<file path="src/verilog/cts_pkg.sv">
/*
 * Shared constants for the capture trigger/sync control block: register map,
 * field positions, reset values and trigger/sync source codes.
 * Assumes a 32-bit APB slave with word-aligned registers.
 */
`default_nettype none
package cts_pkg;
    localparam int ADDR_W = 12;
    // register byte offsets
    localparam logic [ADDR_W-1:0] CTRL2_OFFSET = 12'h000;
    localparam logic [ADDR_W-1:0] TIMER_OFFSET = 12'h004;
    // capture_control_two field positions
    localparam int CASCADE_BIT = 8;
    localparam int TRIG_SEL_BIT = 7;
    localparam int TRIG_STAT_BIT = 6;
    localparam int SRC_LSB = 0;
    localparam int SRC_W = 5;
    // reset values
    localparam logic [15:0] CTRL2_RESET = 16'h000d;
    localparam logic [4:0] SRC_RESET = 5'h0d;
    localparam logic [31:0] TIMER_RESET = 32'h0000_0000;
    // source select codes
    localparam logic [4:0] SRC_NONE_LO = 5'h00;
    localparam logic [4:0] SRC_COMPARE1 = 5'h01;
    localparam logic [4:0] SRC_SEQUENCER = 5'h0a;
    localparam logic [4:0] SRC_TIMER1 = 5'h0b;
    localparam logic [4:0] SRC_CAPTURE1 = 5'h10;
    localparam logic [4:0] SRC_COMPARATOR1 = 5'h18;
    localparam logic [4:0] SRC_CONVERTER = 5'h1b;
    localparam logic [4:0] SRC_CHARGE_TIME = 5'h1c;
    localparam logic [4:0] SRC_NONE_HI = 5'h1f;
endpackage : cts_pkg
`default_nettype wire

</file>
<file path="src/verilog/cts_src_if.sv">
/*
 * Carries the source select code to the source multiplexer and the selected
 * event back to the control logic. Both ends run on the same clock.
 */
`default_nettype none
interface cts_src_if;
    logic [4:0] source_select;
    logic source_event;
    modport ctrl (output source_select, input source_event);
    modport mux (input source_select, output source_event);
endinterface : cts_src_if
`default_nettype wire
</file>
<file path="src/verilog/cts_capture_ctrl2.sv">
/*
 * Capture channel second control register with its capture timer:
 * trigger/sync source selection, trigger status, odd/even cascade.
 * Assumes APB master on clk_sys; source events and timer_tick are
 * one-cycle pulses from logic on clk_sys; partner cascade bit comes
 * from the paired channel's register on the same clock.
 */
// Design decisions made here: the APB interface to the registers and the address map.
`default_nettype none
module cts_capture_ctrl2
    import cts_pkg::*;
#(
    parameter int CHANNEL_ID = 0
) (
    // clock and reset
    input wire logic clk_sys,
    input wire logic rst_b,
    // apb slave
    input wire logic psel,
    input wire logic penable,
    input wire logic pwrite,
    input wire logic [ADDR_W-1:0] paddr,
    input wire logic [31:0] pwdata,
    input wire logic [3:0] pstrb,
    output logic [31:0] prdata,
    output logic pready,
    output logic pslverr,
    // source events
    input wire logic [4:0] timer_evt,
    input wire logic [3:0] capture_evt,
    input wire logic [3:0] compare_evt,
    input wire logic [2:0] comparator_evt,
    input wire logic converter_evt,
    input wire logic charge_time_evt,
    input wire logic [3:0] sequencer_trigger_output,
    // capture timebase and cascade pairing
    input wire logic timer_tick,
    input wire logic partner_cascade_enable,
    // status toward the capture logic
    output logic [31:0] capture_timer,
    output logic trigger_status,
    output logic cascade_enable,
    output logic cascade_active
);
    typedef struct packed {
        logic pready;
        logic pslverr;
        logic [31:0] prdata;
        logic cascade;
        logic cascade_act;
        logic trig_sel;
        logic trig_stat;
        logic [4:0] source_sel;
        logic [31:0] timer;
    } cts_state_type;

    cts_state_type s_q;
    cts_state_type s_d;
    logic access;
    logic done;
    logic [15:0] ctrl2_view;

    cts_src_if src_bus ();

    assign src_bus.source_select = s_q.source_sel;

    cts_source_mux #(
        .CHANNEL_ID(CHANNEL_ID)
    ) u_mux (
        .bus(src_bus.mux),
        .timer_evt(timer_evt),
        .capture_evt(capture_evt),
        .compare_evt(compare_evt),
        .comparator_evt(comparator_evt),
        .converter_evt(converter_evt),
        .charge_time_evt(charge_time_evt),
        .sequencer_trigger_output(sequencer_trigger_output)
    );

    assign access = psel && penable;
    assign done = access && s_q.pready;

    always_comb begin
        ctrl2_view = 16'h0000;
        ctrl2_view[CASCADE_BIT] = s_q.cascade;
        ctrl2_view[TRIG_SEL_BIT] = s_q.trig_sel;
        ctrl2_view[TRIG_STAT_BIT] = s_q.trig_stat;
        ctrl2_view[SRC_LSB +: SRC_W] = s_q.source_sel;
    end

    always_comb begin
        s_d = s_q;
        s_d.pready = 1'b0;
        s_d.pslverr = 1'b0;
        // one wait state: answer is prepared on the first access edge so
        // that prdata and pready both come straight from flops
        if (access && !s_q.pready) begin
            s_d.pready = 1'b1;
            if (paddr == CTRL2_OFFSET) begin
                s_d.prdata = {16'h0000, ctrl2_view};
            end else if (paddr == TIMER_OFFSET) begin
                s_d.prdata = s_q.timer;
            end else begin
                s_d.prdata = 32'h0000_0000;
                s_d.pslverr = 1'b1;
            end
        end
        if (done && pwrite && paddr == CTRL2_OFFSET) begin
            if (pstrb[0]) begin
                s_d.trig_sel = pwdata[TRIG_SEL_BIT];
                s_d.trig_stat = pwdata[TRIG_STAT_BIT];
                s_d.source_sel = pwdata[SRC_LSB +: SRC_W];
            end
            if (pstrb[1]) begin
                s_d.cascade = pwdata[CASCADE_BIT];
            end
        end
        // hardware set wins over a software clear in the same cycle
        if (src_bus.source_event) begin
            s_d.trig_stat = 1'b1;
        end
        // pairing needs both halves; own choice of the other half is trusted
        s_d.cascade_act = s_d.cascade && partner_cascade_enable;
        if (!s_q.trig_stat) begin
            s_d.timer = TIMER_RESET;
        end else if (!s_q.trig_sel && src_bus.source_event) begin
            s_d.timer = TIMER_RESET;
        end else if (timer_tick) begin
            // either mode: counts on timer_tick once trigger status is set, by the event or by a write
            if (s_q.cascade_act) begin
                s_d.timer = s_q.timer + 32'h0000_0001;
            end else begin
                s_d.timer = {16'h0000, s_q.timer[15:0] + 16'h0001};
            end
        end
    end

    always_ff @(posedge clk_sys or negedge rst_b) begin
        if (!rst_b) begin
            s_q.pready <= 1'b0;
            s_q.pslverr <= 1'b0;
            s_q.prdata <= 32'h0000_0000;
            s_q.cascade <= CTRL2_RESET[CASCADE_BIT];
            s_q.cascade_act <= 1'b0;
            s_q.trig_sel <= CTRL2_RESET[TRIG_SEL_BIT];
            s_q.trig_stat <= CTRL2_RESET[TRIG_STAT_BIT];
            s_q.source_sel <= SRC_RESET;
            s_q.timer <= TIMER_RESET;
        end else begin
            s_q <= s_d;
        end
    end

    assign prdata = s_q.prdata;
    assign pready = s_q.pready;
    assign pslverr = s_q.pslverr;
    assign capture_timer = s_q.timer;
    assign trigger_status = s_q.trig_stat;
    assign cascade_enable = s_q.cascade;
    assign cascade_active = s_q.cascade_act;
endmodule : cts_capture_ctrl2
`default_nettype wire

</file>
<file path="src/verilog/cts_source_mux.sv">
/*
 * Trigger/sync source multiplexer for one capture channel.
 * Assumes every source event is a one-cycle pulse from logic on clk_sys.
 */
`default_nettype none
module cts_source_mux
    import cts_pkg::*;
#(
    parameter int CHANNEL_ID = 0
) (
    // select and selected event
    cts_src_if.mux bus,
    // source events
    input wire logic [4:0] timer_evt,
    input wire logic [3:0] capture_evt,
    input wire logic [3:0] compare_evt,
    input wire logic [2:0] comparator_evt,
    input wire logic converter_evt,
    input wire logic charge_time_evt,
    input wire logic [3:0] sequencer_trigger_output
);
    localparam logic [1:0] SEQ_IDX = CHANNEL_ID[1:0];

    logic [31:0] ev;

    // codes left at zero (none, reserved) never fire
    always_comb begin
        ev = 32'h0000_0000;
        ev[SRC_COMPARE1 +: 4] = compare_evt;
        ev[SRC_SEQUENCER] = sequencer_trigger_output[SEQ_IDX];
        ev[SRC_TIMER1 +: 5] = timer_evt;
        ev[SRC_CAPTURE1 +: 4] = capture_evt;
        ev[SRC_COMPARATOR1 +: 3] = comparator_evt;
        ev[SRC_CONVERTER] = converter_evt;
        ev[SRC_CHARGE_TIME] = charge_time_evt;
        bus.source_event = ev[bus.source_select];
    end
endmodule : cts_source_mux
`default_nettype wire

</file>
<file path="config.mk">
export PLATFORM = sky130hd
export DESIGN_NAME = cts_capture_ctrl2
export DESIGN_NICKNAME = d
export VERILOG_FILES = /design/src/verilog/cts_pkg.sv /design/src/verilog/cts_src_if.sv /design/src/verilog/cts_capture_ctrl2.sv /design/src/verilog/cts_source_mux.sv
export SDC_FILE = /design/constraint.sdc
export NUM_CORES = 1
export LEC_CHECK = 0
export BUFFER_PORTS_ARGS = -buffer_cell sky130_fd_sc_hd__buf_2
export CAP_MARGIN = 20
export CORE_ASPECT_RATIO = 2
export CORE_UTILIZATION = 50
export DETAILED_ROUTE_END_ITERATION = 6
export PLACE_DENSITY = 0.9
export SYNTH_ARGS = -nofsm -noshare
export SYNTH_HDL_FRONTEND = slang
export SYNTH_HIERARCHICAL = 1
export SYNTH_SLANG_ARGS = --single-unit
</file>
<file path="constraint.sdc">
create_clock -name clk_sys -period 6.3 [get_ports clk_sys]
set_input_delay 0.63 -clock clk_sys [delete_from_list [all_inputs] [get_ports clk_sys]]
set_output_delay 0.63 -clock clk_sys [all_outputs]
set_load 0.02 [all_outputs]
</file>
==> flow_summary.json, run 1 <==
{
  "status": "completed",
  "gp_congestion": 0.877,
  "start_util_pct": 52.0,
  "ys_ff_latch": 75,
  "finalPower_uw": 1190,
  "ys_async_sr_fraction_pct": 100,
  "final_cell_mix": "buf_2 (115), dfrtp_1 (72), nand2_1 (43)",
  "post-route-min-period_ns": 3.12,
  "critical-path-max-stage-delay_ns": 0.66,
  "rows": 44,
  "grt_pass1_vias": 3416,
  "synth_area_sq_um": 3780,
  "synth.avg_cell_area_sq_um": 10.2,
  "seq_area_frac_synth_pct": 49.7,
  "htree_levels": 3,
  "drtIter0Drc": 235,
  "grt_usage_pct": 26.7,
  "slew_headroom_pct": 33.2,
  "ctsHoldBuffers": 0,
  "hp-class": "in -> async",
  "core_sq_um": 7270,
  "cts_buffers": 9,
  "insertion_delay_ns": 0.33,
  "cts_tree": "built",
  "drive_above_1_share_pct": 31.1,
  "path_cells": "mux4_2 > mux2i_1 > o211ai_1 > o21a_1 > nand2b_1 > nand2_1 > a311o_1 > o311ai_0",
  "cp_data_arrival_time_ns": 3.30,
  "yosys_most_used_dff": "dfrtp_1",
  "first_pass_iters": 4,
  "r2r-start": "src_bus.source_select[0]$_DFFE_PN1P_",
  "post-synth-top-area-cell": "dfrtp_1",
  "reg2reg_to": "capture_timer[25]$_DFFE_PN0P_",
  "setup_viol": 0,
  "io_buffers": 116,
  "grt_setup_unrepaired": "false",
  "skew_ns": 0.00492,
  "final_common_cell": "buf_2",
  "leakagePower_uw": 0.00227,
  "wl_per_cell_um": 17.5,
  "vias_per_cell": 6.19,
  "synth_cells": 371,
  "stdcell_area_sq_um": 4670,
  "wl_um": 10000,
  "ys_types": 47,
  "route.detailed.drc": 0,
  "powerDensity_nw_per_um2": 256,
  "place_hpwl_um": 7250,
  "grt_pass1_wl_um": 16300,
  "synth_edf_count": 0,
  "vias": 3532,
  "cp.required_ns": 6.49,
  "synth_nets": 449,
  "fin_crit_sh_pct": 49.5,
  "setup_tns_ns": 0,
  "ff2ff_path_depth": 8,
  "root_buffer": "clkbuf_16",
  "fp.dieW_um": 63.5,
  "area_delta_synth_final_pct": 23.4,
  "r2r_setup_slack_ns": 3.18,
  "cp-start-kind": "register",
  "cap_viol_max_count": 0,
  "slew_viol_final": 0,
  "overflow": 0,
  "path_class": "reg -> reg",
  "cp_max_fo": 26,
  "place_area_sq_um": 4370,
  "cts_num_sinks": 75,
  "end_kind": "register",
  "post_cts_buffers": 0,
  "yosys-top-cells-area": "dfrtp_1 (48%), a22o_1 (5.6%), mux2i_1 (4.5%), nand2_1 (4.3%), nand4_1 (2.3%)",
  "grt_max_degree": 76,
  "num_antenna_cells": 0,
  "peakVddDrop_v": 0.000230,
  "worst_pin_slew_ns": 1.00,
  "synth_top_area_share_pct": 47.6,
  "pin_count": 146,
  "clk_path_buf_depth": 2,
  "antenna_left": 0,
  "cts_resized": 0,
  "die-area_sq_um": 7940,
  "fmax_mhz": 321,
  "hold_viol": 0,
  "antenna_found_initial": 0,
  "crit_start": "src_bus.source_select[0]$_DFFE_PN1P_",
  "nNetsFinal": 552,
  "clk_pin_slew_worst_paths_ns": 0.06,
  "die_h_um": 125,
  "yosys_warnings": 6,
  "crit_path_top_delay_cell": "dfstp_2"
}
-- layout make-up --
type / count / area, sq um
clock buffers: 15 / 288
inverters: 8 / 30.0
repair buffers: 117 / 593
flip-flops and latches: 75 / 1880
fillers: 611 / 2600
well taps: 92 / 115
clock inverters: 1 / 5.00
multi-input cells: 263 / 1760
-- worst max path at each step --
stage                                          endpoint  slack, ns  cells past startpoint
after global routing      capture_timer[25]$_DFFE_PN0P_       3.02                      8
after CTS                 capture_timer[25]$_DFFE_PN0P_       3.22                      8
final                     capture_timer[25]$_DFFE_PN0P_       3.18                      8
after global placement    capture_timer[25]$_DFFE_PN0P_       3.34                      9
after detailed placement  capture_timer[25]$_DFFE_PN0P_       3.22                      9
after floorplan           capture_timer[23]$_DFFE_PN0P_       3.91                      9
-- power breakdown --
part	total (uW)	internal (uW)	leakage, uW	switching, uW
sequential	551	504	0.00101	46.2
clock	490	309	0.000146	181
combinational	152	57.4	0.00112	95.0
total	1190	871	0.00227	323
-- registers in the layout, indices dropped and copies added, names as in the netlist --
| signal | flops |
|---|---|
| capture_timer | 32 |
| prdata | 32 |
| src_bus.source_select | 5 |
| cascade_active | 1 |
| cascade_enable | 1 |
| ctrl2_view | 1 |
| pready | 1 |
| pslverr | 1 |
| trigger_status | 1 |
-- stage by stage --
step                      util [%]  setup slack (ns)  std cells  hold WS [ns]
final                         64.2              3.18        571         0.411
after global routing          64.2              3.02        571         0.513
after CTS                     64.2              3.22        571         0.458
after detailed placement      60.2              3.22        555         0.470
after global placement        60.1              3.34        554         0.465
after floorplan                  -              3.91        371         0.334
-- critical path, delay by kind of cell, from the launching register on --
family	cells	cell delay [ns]
compound gates	4	0.88
flops	1	0.66
mux	2	0.67
simple gates	2	0.75
-- logic make-up after synthesis --
logic type      Yosys count  share of synthesized area (%)
mux                      26                           7.77
flops                    75                           49.7
buf+inv                  33                           3.87
simple gates            144                           20.2
fa+ha+maj                 1                          0.331
xor+xnor                  9                           2.08
compound gates           83                           16.0
-- cells in the mapped netlist, types with 3 or more instances --
master    number
and3_1         7
a31o_2         3
or4_1          3
xnor2_1        3
nand4_1       14
or3_1          8
a22o_1        24
a31oi_1       11
xor2_1         6
mux2_2         7
a21oi_1       10
dfrtp_1       72
buf_2          3
clkbuf_1      18
nor3_1         3
mux2i_1       17
o311ai_0       9
nand3_1       13
inv_1          8
dfstp_2        3
nor2_1        22
or4b_1         6
o21ai_0       14
o31ai_1        3
nor4_1         9
nand2_1       43
nand2b_1       7
-- per-layer routing --
layer  part of all wire [%]  GRT usage (%)
met1                     36           28.5
met2                     55           47.7
met3                    6.1           4.93
met4                    3.1           15.2
met5                      0              0
Power figures use the tool's default switching activity.
==> run 2: changes to the inputs <==
- CORE_UTILIZATION: 50 -> 49
- PLACE_DENSITY: 0.9 -> 0.88
- clock period: 6.3 -> 3.1 ns (I/O delays scaled with it)
==> run 2 against run 1 <==
  * Wire length decreased by 0.81%
  * Critical path depth did not move
  * First-iteration DRC count increased by 22%
  * Setup slack lost 2.7 ns
  * Maximum frequency grew 17%
  * Non-clock buffer count rose by 2
  * Final cell count increased by 0.70%
  * Sequential cell count stayed put
  * Sequential share of layout area is 0.55 points lower
  * Global-route usage is 0.47 points lower
  * Sequential power grew 100%
  * Largest cell class unchanged
==> flow_summary.json, run 2 (synthesis results as in run 1) <==
{
  "clk_path_buf_depth": 2,
  "antenna_left": 0,
  "grt_pass1_vias": 3473,
  "die-area_sq_um": 8100,
  "ctsHoldBuffers": 0,
  "drtIter0Drc": 286,
  "htree_levels": 3,
  "cp_max_fo": 11,
  "place_hpwl_um": 7140,
  "rows": 45,
  "wl_per_cell_um": 17.2,
  "slew_headroom_pct": 38.3,
  "wl_um": 9920,
  "clk_pin_slew_worst_paths_ns": 0.06,
  "cp-start-kind": "register",
  "setup_tns_ns": 0,
  "hp-class": "in -> async",
  "fmax_mhz": 376,
  "cts_tree": "built",
  "end_kind": "register",
  "drive_above_1_share_pct": 31.6,
  "cts_num_sinks": 75,
  "final_cell_mix": "buf_2 (115), dfrtp_1 (72), nand2_1 (43)",
  "vias": 3447,
  "post_cts_buffers": 0,
  "setup_viol": 0,
  "r2r-start": "src_bus.source_select[0]$_DFFE_PN1P_",
  "grt_setup_unrepaired": "false",
  "critical-path-max-stage-delay_ns": 0.65,
  "num_antenna_cells": 0,
  "status": "completed",
  "leakagePower_uw": 0.00230,
  "crit_start": "src_bus.source_select[0]$_DFFE_PN1P_",
  "reg2reg_to": "capture_timer[25]$_DFFE_PN0P_",
  "crit_path_top_delay_cell": "dfstp_2",
  "cp.required_ns": 3.31,
  "cp_data_arrival_time_ns": 2.87,
  "fillers": 647,
  "cts_buffers": 9,
  "peakVddDrop_v": 0.000382,
  "skew_ns": 0.00805,
  "r2r_setup_slack_ns": 0.44,
  "path_class": "reg -> reg",
  "crit_path_end": "capture_timer[25]$_DFFE_PN0P_",
  "finalPower_uw": 2610,
  "die_h_um": 126,
  "hold_viol": 0,
  "area_delta_synth_final_pct": 25.1,
  "final_common_cell": "buf_2",
  "layout_setup_ws_ns": 0.438,
  "pin_count": 146,
  "fp.dieW_um": 64.1,
  "slew_viol_final": 0,
  "antenna_found_initial": 0,
  "overflow": 0,
  "first_pass_iters": 5,
  "grt_max_degree": 76,
  "ff2ff_path_depth": 8,
  "grt_pass1_wl_um": 16500,
  "cap_viol_max_count": 0,
  "nNetsFinal": 554,
  "insertion_delay_ns": 0.34,
  "grt_usage_pct": 26.2,
  "root_buffer": "clkbuf_16",
  "powerDensity_nw_per_um2": 551,
  "gp_congestion": 0.842,
  "worst_pin_slew_ns": 0.926,
  "cts_resized": 0,
  "start_util_pct": 50.1,
  "io_buffers": 116,
  "fin_crit_sh_pct": 85.9,
  "core_sq_um": 7540,
  "route.detailed.drc": 0,
  "vias_per_cell": 5.99,
  "path_cells": "mux4_2 > mux2i_1 > o211ai_1 > o21a_1 > nand2b_1 > nand2_1 > a311o_1 > o311ai_0",
  "dp_slack_ns": 0.499,
  "post-route-min-period_ns": 2.66
}
-- run 2: cell types whose count changed in the layout (fill, tap and decap cells not counted) --
cell,before,now
bufinv_16,0,3
clkbuf_1,2,1
clkinv_4,0,1
clkdlybuf4s18_2,1,0
buf_4,1,4
clkinv_2,1,0
clkbuf_8,4,0
clkinvlp_4,0,2
-- run 2: worst min path at each step --
stage               slack (ns)             startpoint  cells past startpoint                             to
detailed placement        0.47  prdata[7]$_DFFE_PN0P_                      2          prdata[7]$_DFFE_PN0P_
floorplan                 0.01                  rst_b                      0   capture_timer[0]$_DFFE_PN0P_
CTS                       0.15                  rst_b                      1  capture_timer[14]$_DFFE_PN0P_
global placement          0.46  prdata[4]$_DFFE_PN0P_                      2          prdata[4]$_DFFE_PN0P_
finish                    0.11                  rst_b                      1         prdata[13]$_DFFE_PN0P_
global route              0.19                  rst_b                      1         prdata[13]$_DFFE_PN0P_
-- run 2: per-layer routing --
| layer | wire length (um) | global-route usage, % |
|---|---|---|
| met2 | 5530 | 45.6 |
| met4 | 204 | 11.9 |
| met1 | 3600 | 29.8 |
| met5 | 0 | 0 |
| met3 | 580 | 6.34 |
-- run 2: final cells by class --
cell class,count,area [sq um],share of cell area [%]
multi-input combinational,263,1760,37.1
timing repair buffer,119,606,12.8
clock inverter,6,114,2.41
clock buffer,10,229,4.84
inverter,8,30.0,0.635
sequential,75,1880,39.7
tap,94,118,2.49
-- run 2: power breakdown --
part / internal [uW] / total [uW] / switching (uW)
Combinational: 117 / 304 / 187
Sequential: 1020 / 1120 / 95.4
Clock: 787 / 1180 / 398
-- run 2: critical path, delay by kind of cell, from the launching register on --
| kind | cells | cell delay, ns |
|---|---|---|
| AOI/OAI and AO/OA | 4 | 0.70 |
| muxes | 2 | 0.69 |
| DFF | 1 | 0.65 |
| and+or+nand+nor | 2 | 0.48 |
-- run 2: metrics by stage --
step | utilization [%] | area, sq um | hold slack, ns | cells
after floorplan | - | 3780 | 0.0144 | 371
final | 62.7 | 4730 | 0.110 | 575
after global placement | 58.2 | 4390 | 0.462 | 559
after global routing | 62.7 | 4730 | 0.193 | 575
after CTS | 62.7 | 4730 | 0.147 | 575
after detailed placement | 58.2 | 4390 | 0.468 | 559
